File: src/design/port16_consts.svh
// register map, field positions, reset values and timing counts
`ifndef PORT16_CONSTS_SVH
`define PORT16_CONSTS_SVH
`define OFS_A_CTRL     5'h00
`define OFS_B_CTRL     5'h04
`define OFS_GEN_CTRL   5'h08
`define OFS_STATUS     5'h0C
`define OFS_DIR        5'h10
`define OFS_DATA_A     5'h14
`define OFS_DATA_B     5'h18
`define CTRL_RESET     8'h00
`define WORD_RESET     16'h0000
`define SUB_BIT        6
`define CODE_HI        5
`define CODE_LO        3
`define SVC_BIT        1
`define STC_BIT        0
`define GEN_A_EN_BIT   0
`define GEN_B_EN_BIT   1
`define ST_A1_BIT      0
`define ST_A2_BIT      1
`define ST_B3_BIT      2
`define ST_B4_BIT      3
`define PULSE_CYCLES   4
`define OUT_DELAY      2'h2
`endif

File: src/design/port16_pkg.sv
// shared types of the sixteen-bit handshake port
package port16_pkg;
  // occupancy of a double buffer, gray coded along fill and drain
  typedef enum logic [1:0] {
    buf_empty_type = 2'b00,
    buf_one_type   = 2'b01,
    buf_two_type   = 2'b11
  } buf_state_type;
  // handshake and status pins sampled together
  typedef struct packed {
    logic status_a;
    logic aux_a;
    logic strobe_b;
    logic hs_b;
  } pins_type;
endpackage : port16_pkg

File: src/design/port16_unidir.sv
// sixteen-bit unidirectional port with strobe/handshake pair and apb registers
//
// Notes on behaviour
// RULE1: ports a and b form one 16-bit port
// RULE2: submode x0 input buffered, x1 output buffered
// RULE3: transfers run only with pair_b_enable set
// RULE4: pair a pins are status/output only
// RULE5: direction bits drive pins and steer reads
// RULE6: x0 writes go straight to output latch
// RULE7: x1 holds byte a until byte b
// RULE8: dma request follows strobe_in_b function only
// RULE9: port b data access advances everything
// RULE10: port a control field layout
// RULE11: control registers read without side effect
// RULE12: reset clears both control registers
// RULE13: software keeps submode while pair enabled
// RULE14: port b control field layout
// RULE15: x0 strobe captures pins, status_b3 flags data
// RULE16: x0 dma request drains input buffers
// RULE17: edge input sets status_b4, cleared variously
// RULE18: level output keeps status_b4 clear
// RULE19: interlocked handshake follows latch room
// RULE20: pulsed handshake lasts at most four cycles
// RULE21: disabled pair holds handshake negated
// RULE22: x0 output writes touch nothing else (a port b write also withdraws dma_request_o for one cycle)
// RULE23: aux_pin_a edge sets status_a2
// RULE24: handshake_out_b control code meanings
// RULE25: aux_pin_a control code meanings
// RULE26: pin edges are synchronised first
//
// The APB slave port and the placing of the registers are this design's own decisions.
`timescale 1ns/10ps
`include "port16_consts.svh"

module port16_unidir #(
  parameter int PULSE_LEN = `PULSE_CYCLES
) (
  // clock and reset
  input  wire logic        sys_clk_i,
  input  wire logic        rst_i,
  // apb slave
  input  wire logic        psel_i,
  input  wire logic        penable_i,
  input  wire logic        pwrite_i,
  input  wire logic [4:0]  paddr_i,
  input  wire logic [31:0] pwdata_i,
  output logic      [31:0] prdata_o,
  output logic             pready_o,
  output logic             pslverr_o,
  // parallel data pins
  input  wire logic [15:0] port_in_i,
  output logic      [15:0] port_out_o,
  output logic      [15:0] port_oe_o,
  // handshake and status pins
  input  wire logic        status_pin_a_in_i,
  input  wire logic        aux_pin_a_i,
  output logic             aux_pin_a_o,
  output logic             aux_pin_a_oe_o,
  input  wire logic        strobe_in_b_i,
  input  wire logic        handshake_out_b_i,
  output logic             handshake_out_b_o,
  output logic             handshake_out_b_oe_o,
  output logic             dma_request_o
);

  generate
    if (PULSE_LEN < 1 || PULSE_LEN > 15) begin : g_bad_pulse
      $error("PULSE_LEN must lie between 1 and 15");
    end
  endgenerate

  localparam logic [3:0] PULSE_INIT = 4'(PULSE_LEN);

  ////////////////////////////////////////////////////////////////////////////
  // helpers

  // per bit: driven pins show the output latch, others the alternate source
  function automatic logic [7:0] rd_mux(input logic [7:0] dir, input logic [7:0] final_output_latch,
                                        input logic [7:0] alt);
    rd_mux = (dir & final_output_latch) | (~dir & alt);
  endfunction : rd_mux

  // one sticky flag: set wins over a write-one clear
  function automatic logic flag_next(input logic cur, input logic set, input logic clr,
                                     input logic keep);
    flag_next = keep & ((cur & ~clr) | set);
  endfunction : flag_next

  ////////////////////////////////////////////////////////////////////////////
  // registers

  logic [7:0]  a_ctrl_r;
  logic [7:0]  b_ctrl_r;
  logic [1:0]  gen_ctrl_r;
  logic [15:0] dir_r;
  logic [7:0]  tmp_a_r;
  logic [15:0] fol_r;
  logic [15:0] iol_r;
  logic [15:0] fil_r;
  logic [15:0] iil_r;
  logic [15:0] fol_nxt;
  logic [15:0] iol_nxt;
  logic [15:0] fil_nxt;
  logic [15:0] iil_nxt;
  port16_pkg::buf_state_type in_cnt_r;
  port16_pkg::buf_state_type in_cnt_nxt;
  port16_pkg::buf_state_type out_cnt_r;
  port16_pkg::buf_state_type out_cnt_nxt;
  logic [1:0]  age_r;
  logic [1:0]  age_nxt;
  logic        st_a1_r;
  logic        st_a2_r;
  logic        st_b4_r;
  logic        served_r;
  logic [3:0]  pulse_r;
  port16_pkg::pins_type pin_s1_r;
  port16_pkg::pins_type pin_s2_r;
  port16_pkg::pins_type pin_s3_r;
  logic [15:0] port_d1_r;
  logic [15:0] port_d2_r;

  // decoded control
  logic       sub_x1;
  logic       en_a;
  logic       en_b;
  logic [2:0] hb_code;
  logic [2:0] aux_code;
  logic       hb_edge_mode;
  logic       hb_level_mode;
  logic       hb_hs_mode;
  logic       hb_pulsed;

  assign sub_x1        = b_ctrl_r[`SUB_BIT];                 // see RULE1 see RULE2
  assign en_a          = gen_ctrl_r[`GEN_A_EN_BIT];
  assign en_b          = gen_ctrl_r[`GEN_B_EN_BIT];
  assign hb_code       = b_ctrl_r[`CODE_HI:`CODE_LO];
  assign aux_code      = a_ctrl_r[`CODE_HI:`CODE_LO];
  assign hb_edge_mode  = ~hb_code[2];                        // see RULE24
  assign hb_level_mode = hb_code[2] & ~hb_code[1];
  assign hb_hs_mode    = hb_code[2] & hb_code[1];
  assign hb_pulsed     = hb_hs_mode & hb_code[0];

  ////////////////////////////////////////////////////////////////////////////
  // pin synchronisers and edge detection

  // stage one is read only by stage two; edges come from stages two and three
  always_ff @(posedge sys_clk_i) begin
    pin_s1_r  <= '{status_a: status_pin_a_in_i, aux_a: aux_pin_a_i,
                   strobe_b: strobe_in_b_i, hs_b: handshake_out_b_i};
    pin_s2_r  <= pin_s1_r;                                   // see RULE26
    pin_s3_r  <= pin_s2_r;
    port_d1_r <= port_in_i;                                  // data delayed to match strobe
    port_d2_r <= port_d1_r;
  end

  logic edge_a1;
  logic edge_a2;
  logic edge_b3;
  logic edge_b4;
  assign edge_a1 = pin_s2_r.status_a & ~pin_s3_r.status_a;
  assign edge_a2 = pin_s2_r.aux_a & ~pin_s3_r.aux_a;
  assign edge_b3 = pin_s2_r.strobe_b & ~pin_s3_r.strobe_b;
  assign edge_b4 = pin_s2_r.hs_b & ~pin_s3_r.hs_b;

  ////////////////////////////////////////////////////////////////////////////
  // apb decode

  logic acc;
  logic wr;
  logic rd;
  logic hit;
  assign acc = psel_i & penable_i & pready_o;                // the edge that completes
  assign wr  = acc & pwrite_i;
  assign rd  = acc & ~pwrite_i;
  assign hit = (paddr_i == `OFS_A_CTRL) || (paddr_i == `OFS_B_CTRL) ||
               (paddr_i == `OFS_GEN_CTRL) || (paddr_i == `OFS_STATUS) ||
               (paddr_i == `OFS_DIR) || (paddr_i == `OFS_DATA_A) ||
               (paddr_i == `OFS_DATA_B);

  logic wr_b;
  logic acc_b;
  logic wr_st;
  assign wr_b  = wr & (paddr_i == `OFS_DATA_B);
  assign acc_b = acc & (paddr_i == `OFS_DATA_B);             // see RULE9
  assign wr_st = wr & (paddr_i == `OFS_STATUS);

  ////////////////////////////////////////////////////////////////////////////
  // handshake request and strobe acceptance

  logic hs_req;
  logic accept;
  // x0 offers room for input, x1 offers held output after a short settle
  assign hs_req = en_b & (sub_x1 ? (out_cnt_r != port16_pkg::buf_empty_type) &&
                                   (age_r == `OUT_DELAY)
                                 : (in_cnt_r != port16_pkg::buf_two_type)); // see RULE19
  // strobes are ignored while no handshake is offered
  assign accept = edge_b3 & hs_req &
                  (~hb_hs_mode | (hb_pulsed ? served_r : handshake_out_b_o)); // see RULE3

  ////////////////////////////////////////////////////////////////////////////
  // input double buffer (submode x0)

  // drain on port b read first, then a capture fills the freed slot
  always_comb begin
    fil_nxt    = fil_r;
    iil_nxt    = iil_r;
    in_cnt_nxt = in_cnt_r;
    if (rd & acc_b & ~sub_x1) begin                          // see RULE16
      case (in_cnt_r)
        port16_pkg::buf_two_type: begin
          fil_nxt    = iil_r;
          in_cnt_nxt = port16_pkg::buf_one_type;
        end
        port16_pkg::buf_one_type: in_cnt_nxt = port16_pkg::buf_empty_type;
        default: in_cnt_nxt = in_cnt_r;
      endcase
    end
    if (accept & ~sub_x1) begin                              // see RULE15
      case (in_cnt_nxt)
        port16_pkg::buf_empty_type: begin
          fil_nxt    = port_d2_r;
          in_cnt_nxt = port16_pkg::buf_one_type;
        end
        port16_pkg::buf_one_type: begin
          iil_nxt    = port_d2_r;
          in_cnt_nxt = port16_pkg::buf_two_type;
        end
        default: in_cnt_nxt = in_cnt_nxt;
      endcase
    end
    if (~en_b | sub_x1) begin
      in_cnt_nxt = port16_pkg::buf_empty_type;
    end
  end

  ////////////////////////////////////////////////////////////////////////////
  // output latches (x0 single, x1 double)

  always_comb begin
    fol_nxt     = fol_r;
    iol_nxt     = iol_r;
    out_cnt_nxt = out_cnt_r;
    age_nxt     = (age_r == `OUT_DELAY) ? age_r : age_r + 2'h1;
    if (~sub_x1) begin
      // single latch, no handshake or status effect
      if (wr & (paddr_i == `OFS_DATA_A)) fol_nxt[15:8] = pwdata_i[7:0];  // see RULE6
      if (wr_b) fol_nxt[7:0] = pwdata_i[7:0];                           // see RULE22
      out_cnt_nxt = port16_pkg::buf_empty_type;
    end else begin
      if (accept) begin
        case (out_cnt_r)
          port16_pkg::buf_two_type: begin
            fol_nxt     = iol_r;
            out_cnt_nxt = port16_pkg::buf_one_type;
            age_nxt     = 2'h0;
          end
          port16_pkg::buf_one_type: out_cnt_nxt = port16_pkg::buf_empty_type;
          default: out_cnt_nxt = out_cnt_r;
        endcase
      end
      if (wr_b) begin                                        // see RULE7
        case (out_cnt_nxt)
          port16_pkg::buf_empty_type: begin
            fol_nxt     = {tmp_a_r, pwdata_i[7:0]};
            out_cnt_nxt = port16_pkg::buf_one_type;
            age_nxt     = 2'h0;
          end
          port16_pkg::buf_one_type: begin
            iol_nxt     = {tmp_a_r, pwdata_i[7:0]};
            out_cnt_nxt = port16_pkg::buf_two_type;
          end
          default: iol_nxt = {tmp_a_r, pwdata_i[7:0]};       // full: newest word wins
        endcase
      end
    end
  end

  // data path state
  always_ff @(posedge sys_clk_i) begin
    if (rst_i) begin
      fol_r     <= `WORD_RESET;
      iol_r     <= `WORD_RESET;
      fil_r     <= `WORD_RESET;
      iil_r     <= `WORD_RESET;
      in_cnt_r  <= port16_pkg::buf_empty_type;
      out_cnt_r <= port16_pkg::buf_empty_type;
      age_r     <= 2'h0;
      tmp_a_r   <= 8'h00;
    end else begin
      fol_r     <= fol_nxt;
      iol_r     <= iol_nxt;
      fil_r     <= fil_nxt;
      iil_r     <= iil_nxt;
      in_cnt_r  <= in_cnt_nxt;
      out_cnt_r <= out_cnt_nxt;
      age_r     <= age_nxt;
      if (wr & (paddr_i == `OFS_DATA_A) & sub_x1) tmp_a_r <= pwdata_i[7:0];
    end
  end

  ////////////////////////////////////////////////////////////////////////////
  // control registers

  // reads never change these; a submode change while enabled is the user's risk
  always_ff @(posedge sys_clk_i) begin
    if (rst_i) begin
      a_ctrl_r   <= `CTRL_RESET;                             // see RULE12
      b_ctrl_r   <= `CTRL_RESET;
      gen_ctrl_r <= 2'h0;
      dir_r      <= `WORD_RESET;
    end else if (wr) begin
      if (paddr_i == `OFS_A_CTRL) a_ctrl_r <= pwdata_i[7:0];      // see RULE10 see RULE11
      if (paddr_i == `OFS_B_CTRL) b_ctrl_r <= pwdata_i[7:0];      // see RULE14
      if (paddr_i == `OFS_GEN_CTRL) gen_ctrl_r <= pwdata_i[1:0];
      if (paddr_i == `OFS_DIR) dir_r <= pwdata_i[15:0];
    end
  end

  ////////////////////////////////////////////////////////////////////////////
  // status flags

  always_ff @(posedge sys_clk_i) begin
    if (rst_i) begin
      st_a1_r <= 1'b0;
      st_a2_r <= 1'b0;
      st_b4_r <= 1'b0;
    end else begin
      st_a1_r <= flag_next(st_a1_r, edge_a1, wr_st & pwdata_i[`ST_A1_BIT], en_a); // see RULE4
      st_a2_r <= flag_next(st_a2_r, edge_a2, wr_st & pwdata_i[`ST_A2_BIT],
                           en_a & ~aux_code[2]);             // see RULE23 see RULE25
      st_b4_r <= flag_next(st_b4_r, edge_b4, wr_st & pwdata_i[`ST_B4_BIT],
                           en_b & hb_edge_mode);             // see RULE17 see RULE18
    end
  end

  logic st_b3;
  // x0 flags data present; x1 flags room or emptiness per status control
  assign st_b3 = en_b & (~sub_x1 ? (in_cnt_r != port16_pkg::buf_empty_type) :
                 b_ctrl_r[`STC_BIT] ? (out_cnt_r == port16_pkg::buf_empty_type) :
                                      (out_cnt_r != port16_pkg::buf_two_type));

  ////////////////////////////////////////////////////////////////////////////
  // handshake output

  // pulse counter restarts each time a new offer opens
  always_ff @(posedge sys_clk_i) begin
    if (rst_i) begin
      served_r <= 1'b0;
      pulse_r  <= 4'h0;
    end else if (~hs_req | accept | ~hb_pulsed) begin
      served_r <= 1'b0;
      pulse_r  <= 4'h0;                                      // see RULE20
    end else if (~served_r) begin
      served_r <= 1'b1;
      pulse_r  <= PULSE_INIT;
    end else if (pulse_r != 4'h0) begin
      pulse_r  <= pulse_r - 4'h1;
    end
  end

  logic hs_level;
  always_comb begin
    case ({hb_hs_mode, hb_pulsed})
      2'b10:   hs_level = hs_req & ~accept;                  // see RULE19
      2'b11:   hs_level = served_r & (pulse_r > 4'h1) & ~accept;
      default: hs_level = hb_level_mode & hb_code[0];        // see RULE18
    endcase
    if (hb_hs_mode & ~en_b) hs_level = 1'b0;                 // see RULE21
  end

  // pin drivers, all registered
  always_ff @(posedge sys_clk_i) begin
    if (rst_i) begin
      handshake_out_b_o    <= 1'b0;
      handshake_out_b_oe_o <= 1'b0;
      aux_pin_a_o          <= 1'b0;
      aux_pin_a_oe_o       <= 1'b0;
      port_out_o           <= `WORD_RESET;
      port_oe_o            <= `WORD_RESET;
      dma_request_o        <= 1'b0;
    end else begin
      handshake_out_b_o    <= hs_level;
      handshake_out_b_oe_o <= ~hb_edge_mode;
      aux_pin_a_o          <= aux_code[2] & aux_code[0];     // see RULE25
      aux_pin_a_oe_o       <= aux_code[2];                   // see RULE4
      port_out_o           <= fol_nxt;
      port_oe_o            <= dir_r;                         // see RULE5
      // request tied to strobe path status only; withdrawn for one cycle on any port b data read or write
      dma_request_o        <= b_ctrl_r[`SVC_BIT] & st_b3 & ~acc_b; // see RULE8 see RULE16
    end
  end

  ////////////////////////////////////////////////////////////////////////////
  // apb answer: one wait state, data taken at the completing edge

  logic [7:0] alt_a;
  logic [7:0] alt_b;
  assign alt_a = sub_x1 ? port_d2_r[15:8] : fil_r[15:8];
  assign alt_b = sub_x1 ? port_d2_r[7:0] : fil_r[7:0];

  always_ff @(posedge sys_clk_i) begin
    if (rst_i) begin
      pready_o  <= 1'b0;
      pslverr_o <= 1'b0;
      prdata_o  <= 32'h0000_0000;
    end else begin
      pready_o  <= psel_i & penable_i & ~pready_o;
      pslverr_o <= psel_i & penable_i & ~pready_o & ~hit;
      prdata_o  <= 32'h0000_0000;
      if (psel_i & penable_i & ~pready_o & ~pwrite_i) begin
        case (paddr_i)
          `OFS_A_CTRL:   prdata_o <= {24'h000000, a_ctrl_r};
          `OFS_B_CTRL:   prdata_o <= {24'h000000, b_ctrl_r};
          `OFS_GEN_CTRL: prdata_o <= {30'h00000000, gen_ctrl_r};
          `OFS_STATUS:   prdata_o <= {28'h0000000, st_b4_r, st_b3, st_a2_r, st_a1_r};
          `OFS_DIR:      prdata_o <= {16'h0000, dir_r};
          `OFS_DATA_A:   prdata_o <= {24'h000000, rd_mux(dir_r[15:8], fol_r[15:8], alt_a)};
          `OFS_DATA_B:   prdata_o <= {24'h000000, rd_mux(dir_r[7:0], fol_r[7:0], alt_b)};
          default:       prdata_o <= 32'h0000_0000;
        endcase
      end
    end
  end

endmodule : port16_unidir

File: config.mk
export PLATFORM = sky130hd
export DESIGN_NAME = port16_unidir
export DESIGN_NICKNAME = d
export VERILOG_FILES = /design/src/design/port16_pkg.sv /design/src/design/port16_unidir.sv
export VERILOG_INCLUDE_DIRS = /design/src /design/src/design
export SDC_FILE = /design/constraint.sdc
export NUM_CORES = 1
export LEC_CHECK = 0
export BUFFER_PORTS_ARGS = -buffer_cell sky130_fd_sc_hd__buf_2
export CAP_MARGIN = 25
export CORE_UTILIZATION = 50
export DETAILED_ROUTE_END_ITERATION = 7
export GPL_ROUTABILITY_DRIVEN = 1
export PLACE_DENSITY = 0.82
export SYNTH_ARGS = -nofsm -noshare
export SYNTH_HDL_FRONTEND = slang
export SYNTH_SLANG_ARGS = --single-unit
File: constraint.sdc
create_clock -name sys_clk_i -period 2 [get_ports sys_clk_i]
set_clock_uncertainty 0.05 [all_clocks]
set_input_delay 0.4 -clock sys_clk_i [delete_from_list [all_inputs] [get_ports sys_clk_i]]
set_output_delay 0.4 -clock sys_clk_i [all_outputs]
set_load 0.02 [all_outputs]
==> impl_metrics.sql, run 1 <==
INSERT INTO impl_metrics (metric_group, metric, value, unit) VALUES
('yosys', 'netlist-cell-type-count', '61', ''),
('sta', 'timing.final.ws_setup', '-0.00701', 'ns'),
('cts', 'tritoncts', 'yes', ''),
('die', 'floorplan.die_area', '16300', 'um2'),
('power_and_ir_drop', 'pwr_density_cell', '808', 'nW/um2'),
('placement', 'hpwlAfterDp', '14200', 'um'),
('final_layout', 'layout.cells.most_common', 'sky130_fd_sc_hd__dfxtp_1', ''),
('die', 'dieWidth', '128', 'um'),
('worst_hold_path', 'min-delay-start', 'pwdata_i[10]', ''),
('setup_path', 'critPathArrivalTime', '2.38', 'ns'),
('cts', 'clock_insertion_delay_worst_skew', '0.50', 'ns'),
('placement', 'placer_s_final_routability_congestion_estimate', '0.941', ''),
('cts', 'number_of_cts_inserted_buffers', '21', ''),
('power_and_ir_drop', 'report.power.total', '0.00824', 'W'),
('yosys', 'synth_sequential_area_ratio', '51.4', '%'),
('cts', 'cts-root-to-sink-buffers', '3', ''),
('setup_path', 'reg_to_reg_slack_setup', '-0.007', 'ns'),
('yosys', 'synthDominantCellAreaShare', '51.4', '%'),
('power_and_ir_drop', 'p_leak', '4.13', 'nW'),
('yosys', 'synth.yosys.warnings', '0', ''),
('yosys', 'synth-main-ff-cell', 'sky130_fd_sc_hd__dfxtp_1', ''),
('sta', 'slew_headroom', '64.9', '%'),
('final_layout', 'insertedDiodeCount', '0', ''),
('die', 'row_count', '45', ''),
('die', 'coreArea', '15300', 'um2'),
('global_routing', 'grt_pass1_wl', '32900', 'um'),
('yosys', 'synth_edf_count', '0', ''),
('sta', 'tightestPinTransition', '0.514', 'ns'),
('setup_path', 'crit_fanout', '7', ''),
('global_routing', 'grt_remaining_overflow', '0', ''),
('setup_path', 'critical_r2r_capture', 'port_out_o[12]', ''),
('yosys', 'syn_area_per_cell', '9.52', 'um2'),
('global_routing', 'total_global_routing_track_utilization', '25.6', '%'),
('sta', 'clock.fmax', '498', 'MHz'),
('placement', 'port_buffers', '100', ''),
('sta', 'report.final.slew_viol_count', '0', ''),
('sta', 'period_minus_slack', '2.01', 'ns'),
('global_routing', 'grt_start_max_net_pins', '57', ''),
('placement', 'placed_area', '9060', 'um2'),
('die', 'io-pin-count', '133', ''),
('yosys', 'netlist_area', '7910', 'um2'),
('power_and_ir_drop', 'vdd.ir_drop.worst', '0.000758', 'V'),
('die', 'effective_utilization_at_floorplan', '51.7', '%'),
('cts', 'cts-root-buf', 'sky130_fd_sc_hd__clkbuf_16', ''),
('worst_hold_path', 'hold_end', 'dir_r[10]', ''),
('final_layout', 'fill_cells', '1224', ''),
('cts', 'clk_transition_reported_paths', '0.07', 'ns'),
('run_status', 'status', 'finished, violations left', ''),
('cts', 'cts_sinks', '203', ''),
('final_layout', 'layout-area-overhead-vs-synth', '28.8', '%'),
('setup_path', 'critical_path.reg2reg.startpoint', 'age_r[0]', ''),
('run_status', 'violations_in_the_final_reports', 'negative setup slack', ''),
('setup_path', 'end_kind', 'flop', ''),
('global_routing', 'first_global_vias', '6329', ''),
('routing', 'firstDrtPassIters', '5', ''),
('yosys', 'post_synth_inst_count', '831', ''),
('routing', 'drt-initial-drc-count', '639', ''),
('yosys', 'synthTopCellsByArea', 'sky130_fd_sc_hd__dfxtp_1, sky130_fd_sc_hd__mux2i_1, sky130_fd_sc_hd__nand2_1, sky130_fd_sc_hd__a21oi_1, sky130_fd_sc_hd__nor2_1', ''),
('routing', 'drt_wl_total', '21200', 'um'),
('final_layout', 'final-instance-count-excl-fill', '1229', ''),
('final_layout', 'post_route_cells_drive_above_1_share', '27.0', '%'),
('routing', 'detail_route.wl_per_cell', '17.2', 'um'),
('sta', 'final.period_utilization', '100', '%'),
('placement', 'placed_cells', '1159', ''),
('final_layout', 'mostFrequentLayoutCells', 'sky130_fd_sc_hd__dfxtp_1, sky130_fd_sc_hd__buf_2, sky130_fd_sc_hd__nand2_1', ''),
('final_layout', 'finalInstanceArea', '10200', 'um2'),
('setup_path', 'timing_worst_setup_path_type', 'flop to flop', ''),
('sta', 'setup-violations-final', '1', ''),
('job', 'max_cap_viol_count', '0', ''),
('setup_path', 'critPathLaunchType', 'flop', ''),
('sta', 'setup_total_negative_slack', '-0.00701', 'ns');
==> synth_stat cells (7+ instances only) <==
cell and n:
sky130_fd_sc_hd__a2bb2oi_1 7, sky130_fd_sc_hd__o21ai_0 27, sky130_fd_sc_hd__nor2_1 65, sky130_fd_sc_hd__dfxtp_1 203, sky130_fd_sc_hd__clkbuf_1 45, sky130_fd_sc_hd__buf_4 17, sky130_fd_sc_hd__nand3_1 36, sky130_fd_sc_hd__and3_1 13
sky130_fd_sc_hd__nor2b_1 23, sky130_fd_sc_hd__a21oi_1 50, sky130_fd_sc_hd__a221oi_1 13, sky130_fd_sc_hd__nor3_1 13, sky130_fd_sc_hd__a211oi_1 25, sky130_fd_sc_hd__mux2_2 10, sky130_fd_sc_hd__o211ai_1 7, sky130_fd_sc_hd__mux2i_1 77
sky130_fd_sc_hd__a31oi_1 10, sky130_fd_sc_hd__a21o_1 9, sky130_fd_sc_hd__o22ai_1 8, sky130_fd_sc_hd__o21bai_1 7, sky130_fd_sc_hd__inv_1 11, sky130_fd_sc_hd__nand2_1 93
==> layout make-up <==
| cell class | count | area [um2] | area share, % |
|---|---|---|---|
| inverter | 11 | 41.3 | 0.405 |
| multi-input combinational | 561 | 3680 | 36.1 |
| clock buffer | 24 | 547 | 5.36 |
| sequential | 203 | 4080 | 40.0 |
| clock inverter | 14 | 125 | 1.23 |
| tap | 211 | 264 | 2.59 |
| timing repair buffer | 205 | 1460 | 14.4 |
==> sequential cells by signal, indices dropped and copies added, names as in the netlist, 16 cells and up <==
register	count
iol_r	16
port_d1_r	16
dir_r	16
prdata_o	16
port_out_o	16
port_oe_o	16
port_d2_r	16
fil_r	16
iil_r	16
==> worst max path at each step <==
stage | endpoint | depth (start not counted)
after global routing | iil_r[13] | 9
after detailed placement | port_out_o[14] | 8
after floorplan | iil_r[10] | 8
final | port_out_o[12] | 8
after global placement | port_out_o[10] | 8
after CTS | port_out_o[12] | 6
==> critical path, stage by stage, from the launching register on <==
cell,delay [ns]
sky130_fd_sc_hd__dfxtp_2,0.32
sky130_fd_sc_hd__inv_2,0.06
sky130_fd_sc_hd__ha_4,0.14
sky130_fd_sc_hd__o2111ai_4,0.09
sky130_fd_sc_hd__o21a_1,0.15
sky130_fd_sc_hd__or3_4,0.38
sky130_fd_sc_hd__and2_4,0.23
sky130_fd_sc_hd__a221oi_2,0.31
sky130_fd_sc_hd__a2bb2oi_1,0.19
==> cell families after synthesis <==
family                     Yosys count  share of synthesized area (%)
and+or+nand+nor                    270                           16.1
DFF                                203                           51.4
AOI/OAI and AO/OA                  180                           15.1
muxes                               88                           11.4
buffers and inverters               82                           4.96
adders and majority gates            5                          0.759
xor gates and xnor gates             2                          0.221
other                                1                         0.0474
==> layer usage <==
metal	vias up	wire [um]	global-route usage, %	share of wire (%)
met3	59	1640	4.17	7.7
li1	3274	-	-	-
met5	-	0	0	0
met1	3205	8920	34.1	42
met4	0	760	9.41	3.6
met2	303	9840	42.1	47
==> timing repair <==
action,in CTS,in global routing
pin swaps,5,11
buffers inserted,2,9
hold buffers,20,0
cloned,1,0
hold endpoints to repair,20,0
gates resized for setup,16,21
setup endpoints to repair,44,43
==> stage by stage <==
step                      utilization (%)  setup slack (ns)  hold WS (ns)
after floorplan                         -           -0.0839         0.260
after global routing                 66.6           -0.0778        0.0947
after global placement               59.2            -0.225         0.260
after CTS                            65.6           -0.0237        0.0866
final                                66.6          -0.00701        0.0948
after detailed placement             59.2            -0.267         0.262
==> where the power goes <==
| part | internal [W] | leakage [nW] | switching (W) |
|---|---|---|---|
| sequential | 0.00410 | 1.66 | 0.0000282 |
| combinational | 0.000144 | 2.15 | 0.000196 |
| clock | 0.00213 | 0.324 | 0.00163 |
| total | 0.00638 | 4.13 | 0.00186 |
(Power assumes the default switching activity.)
==> run 2: changes to the inputs <==
--- a/config.mk
+++ b/config.mk
@@ -12,6 +12,7 @@
 export DETAILED_ROUTE_END_ITERATION = 7
 export GPL_ROUTABILITY_DRIVEN = 1
 export PLACE_DENSITY = 0.82
+export SKIP_CTS_REPAIR_TIMING = 1
 export SYNTH_ARGS = -nofsm -noshare
 export SYNTH_HDL_FRONTEND = slang
 export SYNTH_SLANG_ARGS = --single-unit
==> constraint.sdc (replaced) <==
create_clock -name sys_clk_i -period 1.65 [get_ports sys_clk_i]
set_clock_uncertainty 0.05 [all_clocks]
set_input_delay 0.33 -clock sys_clk_i [delete_from_list [all_inputs] [get_ports sys_clk_i]]
set_output_delay 0.33 -clock sys_clk_i [all_outputs]
set_load 0.005 [all_outputs]
==> run 2 against run 1 <==
Compared with the run above: the flow still finishes with violations (negative setup slack); die area unchanged; register-to-register slack worse by 0.38 ns; hold slack worse by 0.065 ns; clock power increased by 28%; wire length rose by 8.7%.
==> impl_metrics.sql, run 2 (synthesis results as in run 1) <==
INSERT INTO impl_metrics (metric_group, metric, value, unit) VALUES
('run_status', 'status', 'finished, violations left', ''),
('run_status', 'violations_in_the_final_reports', 'negative setup slack', ''),
('cts', 'clock_insertion_delay_worst_skew', '0.50', 'ns'),
('setup_path', 'timing_worst_setup_path_type', 'flop to flop', ''),
('sta', 'tightestPinTransition', '0.628', 'ns'),
('sta', 'grt_setup_unrepaired', 'true', ''),
('final_layout', 'area.sequential', '4080', 'um2'),
('final_layout', 'post_route_cells_drive_above_1_share', '32.6', '%'),
('setup_path', 'timing.critical_path.cells', 'mux2i_2 -> a31o_1 -> o21ai_2 -> buf_12 -> a211oi_4 -> buf_6 -> clkbuf_16 -> mux2i_1 -> nor2_1', ''),
('sta', 'final.period_utilization', '124', '%'),
('power_and_ir_drop', 'flop_pwr_share', '49.0', '%'),
('cts', 'tritoncts', 'yes', ''),
('routing', 'route.top_layer_used', 'met4', ''),
('die', 'coreArea', '15300', 'um2'),
('sta', 'period_minus_slack', '2.04', 'ns'),
('cts', 'cts-root-to-sink-buffers', '3', ''),
('global_routing', 'grt_antenna_before_repair', '1', ''),
('global_routing', 'grt_pass1_wl', '32700', 'um'),
('worst_hold_path', 'hold_path_class', 'input pin to flop', ''),
('global_routing', 'first_global_vias', '6313', ''),
('cts', 'htree_num_levels', '1', ''),
('final_layout', 'fin_util', '70.7', '%'),
('routing', 'firstDrtPassIters', '5', ''),
('routing', 'wl_met2', '11000', 'um'),
('setup_path', 'critPathLaunchType', 'flop', ''),
('routing', 'drt_wl_total', '23000', 'um'),
('global_routing', 'total_global_routing_track_utilization', '25.7', '%'),
('power_and_ir_drop', 'report.power.total', '0.0102', 'W'),
('sta', 'clock.fmax', '491', 'MHz'),
('setup_path', 'worstPathRequired', '1.98', 'ns'),
('global_routing', 'grt_remaining_overflow', '0', ''),
('cts', 'number_of_cts_inserted_buffers', '21', ''),
('routing', 'detailroute.via_count', '7111', ''),
('final_layout', 'layout-area-overhead-vs-synth', '36.8', '%'),
('power_and_ir_drop', 'vdd.ir_drop.worst', '0.000876', 'V'),
('power_and_ir_drop', 'power_switching_share', '21.2', '%'),
('setup_path', 'critPathArrivalTime', '2.37', 'ns'),
('die', 'floorplan.die_area', '16300', 'um2'),
('die', 'die_height', '128', 'um'),
('final_layout', 'insertedDiodeCount', '0', ''),
('placement', 'dp_worst_setup_slack', '-0.447', 'ns'),
('routing', 'post-route-drc-count', '0', ''),
('setup_path', 'crit_fanout', '13', ''),
('routing', 'drt-met1-wl', '9400', 'um'),
('placement', 'hpwlAfterDp', '14900', 'um'),
('routing', 'via_per_inst', '5.69', ''),
('routing', 'met3WireLength', '1790', 'um'),
('setup_path', 'end_kind', 'flop', ''),
('sta', 'timing.final.hold_violations', '0', ''),
('final_layout', 'area_of_combinational_cells_with_multiple_inputs', '4010', 'um2'),
('power_and_ir_drop', 'p_leak', '4.40', 'nW'),
('routing', 'detail_route.wl_per_cell', '18.4', 'um'),
('power_and_ir_drop', 'comb_power_share', '3.8', '%'),
('sta', 'timing.final.ws_setup', '-0.389', 'ns'),
('die', 'effective_utilization_at_floorplan', '51.7', '%'),
('placement', 'placer_s_final_routability_congestion_estimate', '0.911', ''),
('power_and_ir_drop', 'power.clock.fraction', '47.2', '%'),
('sta', 'worst_hold_slack', '0.0298', 'ns'),
('power_and_ir_drop', 'total_switching_power', '0.00217', 'W'),
('cts', 'cts-root-buf', 'sky130_fd_sc_hd__clkbuf_16', ''),
('sta', 'setup-violations-final', '73', ''),
('sta', 'slew_headroom', '58.1', '%'),
('setup_path', 'crit_path_max_incr_delay', '0.34', 'ns'),
('power_and_ir_drop', 'pwr_density_cell', '945', 'nW/um2'),
('die', 'io-pin-count', '133', ''),
('final_layout', 'mostFrequentLayoutCells', 'sky130_fd_sc_hd__dfxtp_1, sky130_fd_sc_hd__buf_2, sky130_fd_sc_hd__nand2_1', ''),
('placement', 'port_buffers', '100', ''),
('routing', 'drt-initial-drc-count', '563', ''),
('global_routing', 'grt_start_max_net_pins', '53', ''),
('sta', 'report.final.slew_viol_count', '0', ''),
('final_layout', 'nets', '1091', ''),
('job', 'max_cap_viol_count', '0', ''),
('final_layout', 'layout.cells.most_common', 'sky130_fd_sc_hd__dfxtp_1', ''),
('die', 'dieWidth', '128', 'um'),
('die', 'row_count', '45', ''),
('final_layout', 'fill_cells', '1117', ''),
('routing', 'antenna_violating_nets_post_route', '0', ''),
('cts', 'clk_transition_reported_paths', '0.06', 'ns'),
('power_and_ir_drop', 'cellInternalPower', '0.00807', 'W'),
('setup_path', 'cpMaxStageDelayCell', 'sky130_fd_sc_hd__dfxtp_2', ''),
('cts', 'cts_sinks', '203', '');
run 2: metrics by stage:
stage	setup TNS [ns]	instances	area (um2)
floorplan	-15.86	846	8230
global placement	-36.73	1181	9360
detailed placement	-39.30	1181	9360
CTS	-23.15	1218	10100
global route	-24.87	1250	10800
finish	-21.19	1250	10800
run 2: final timing paths:
| check | slack (ns) | endpoint | start | depth (start not counted) |
|---|---|---|---|---|
| hold / removal | 0.03 | dir_r[12] | pwdata_i[12] | 3 |
| setup reg to reg | -0.39 | iol_r[3] | b_ctrl_r[3] | 9 |
| setup / recovery | -0.39 | iol_r[3] | b_ctrl_r[3] | 9 |
| hold reg to reg | 0.27 | port_d2_r[12] | port_d1_r[12] | 0 |
run 2: worst max-delay path: cells and delay by family, from the launching register on:
kind | cells | cell delay [ns]
flops | 1 | 0.34
mux | 2 | 0.47
simple gates | 1 | 0.05
buf+inv | 3 | 0.47
compound gates | 3 | 0.53
run 2: layer usage:
layer	GRT usage, %	vias to the layer above
met1	33.2	3354
met2	41.9	379
met5	0	-
met3	5.18	75
met4	10.8	0
li1	-	3303
run 2: area by class of cell:
| class | count | area share, % |
|---|---|---|
| clock inverter | 8 | 0.901 |
| sequential | 203 | 37.6 |
| clock buffer | 29 | 5.69 |
| timing repair buffer | 227 | 15.9 |
| tap | 211 | 2.44 |
| multi-input combinational | 561 | 37.1 |
| inverter | 11 | 0.381 |
run 2: power groups by stage:
stage          combinational (W)  sequential, W  clock, W
3_5_place_dp            0.000328        0.00511         0
3_3_place_gp            0.000322        0.00511         0
6_report                0.000391        0.00502   0.00482
4_1_cts                 0.000330        0.00501   0.00490
2_1_floorplan           0.000191        0.00510         0
5_1_grt                 0.000417        0.00502   0.00508
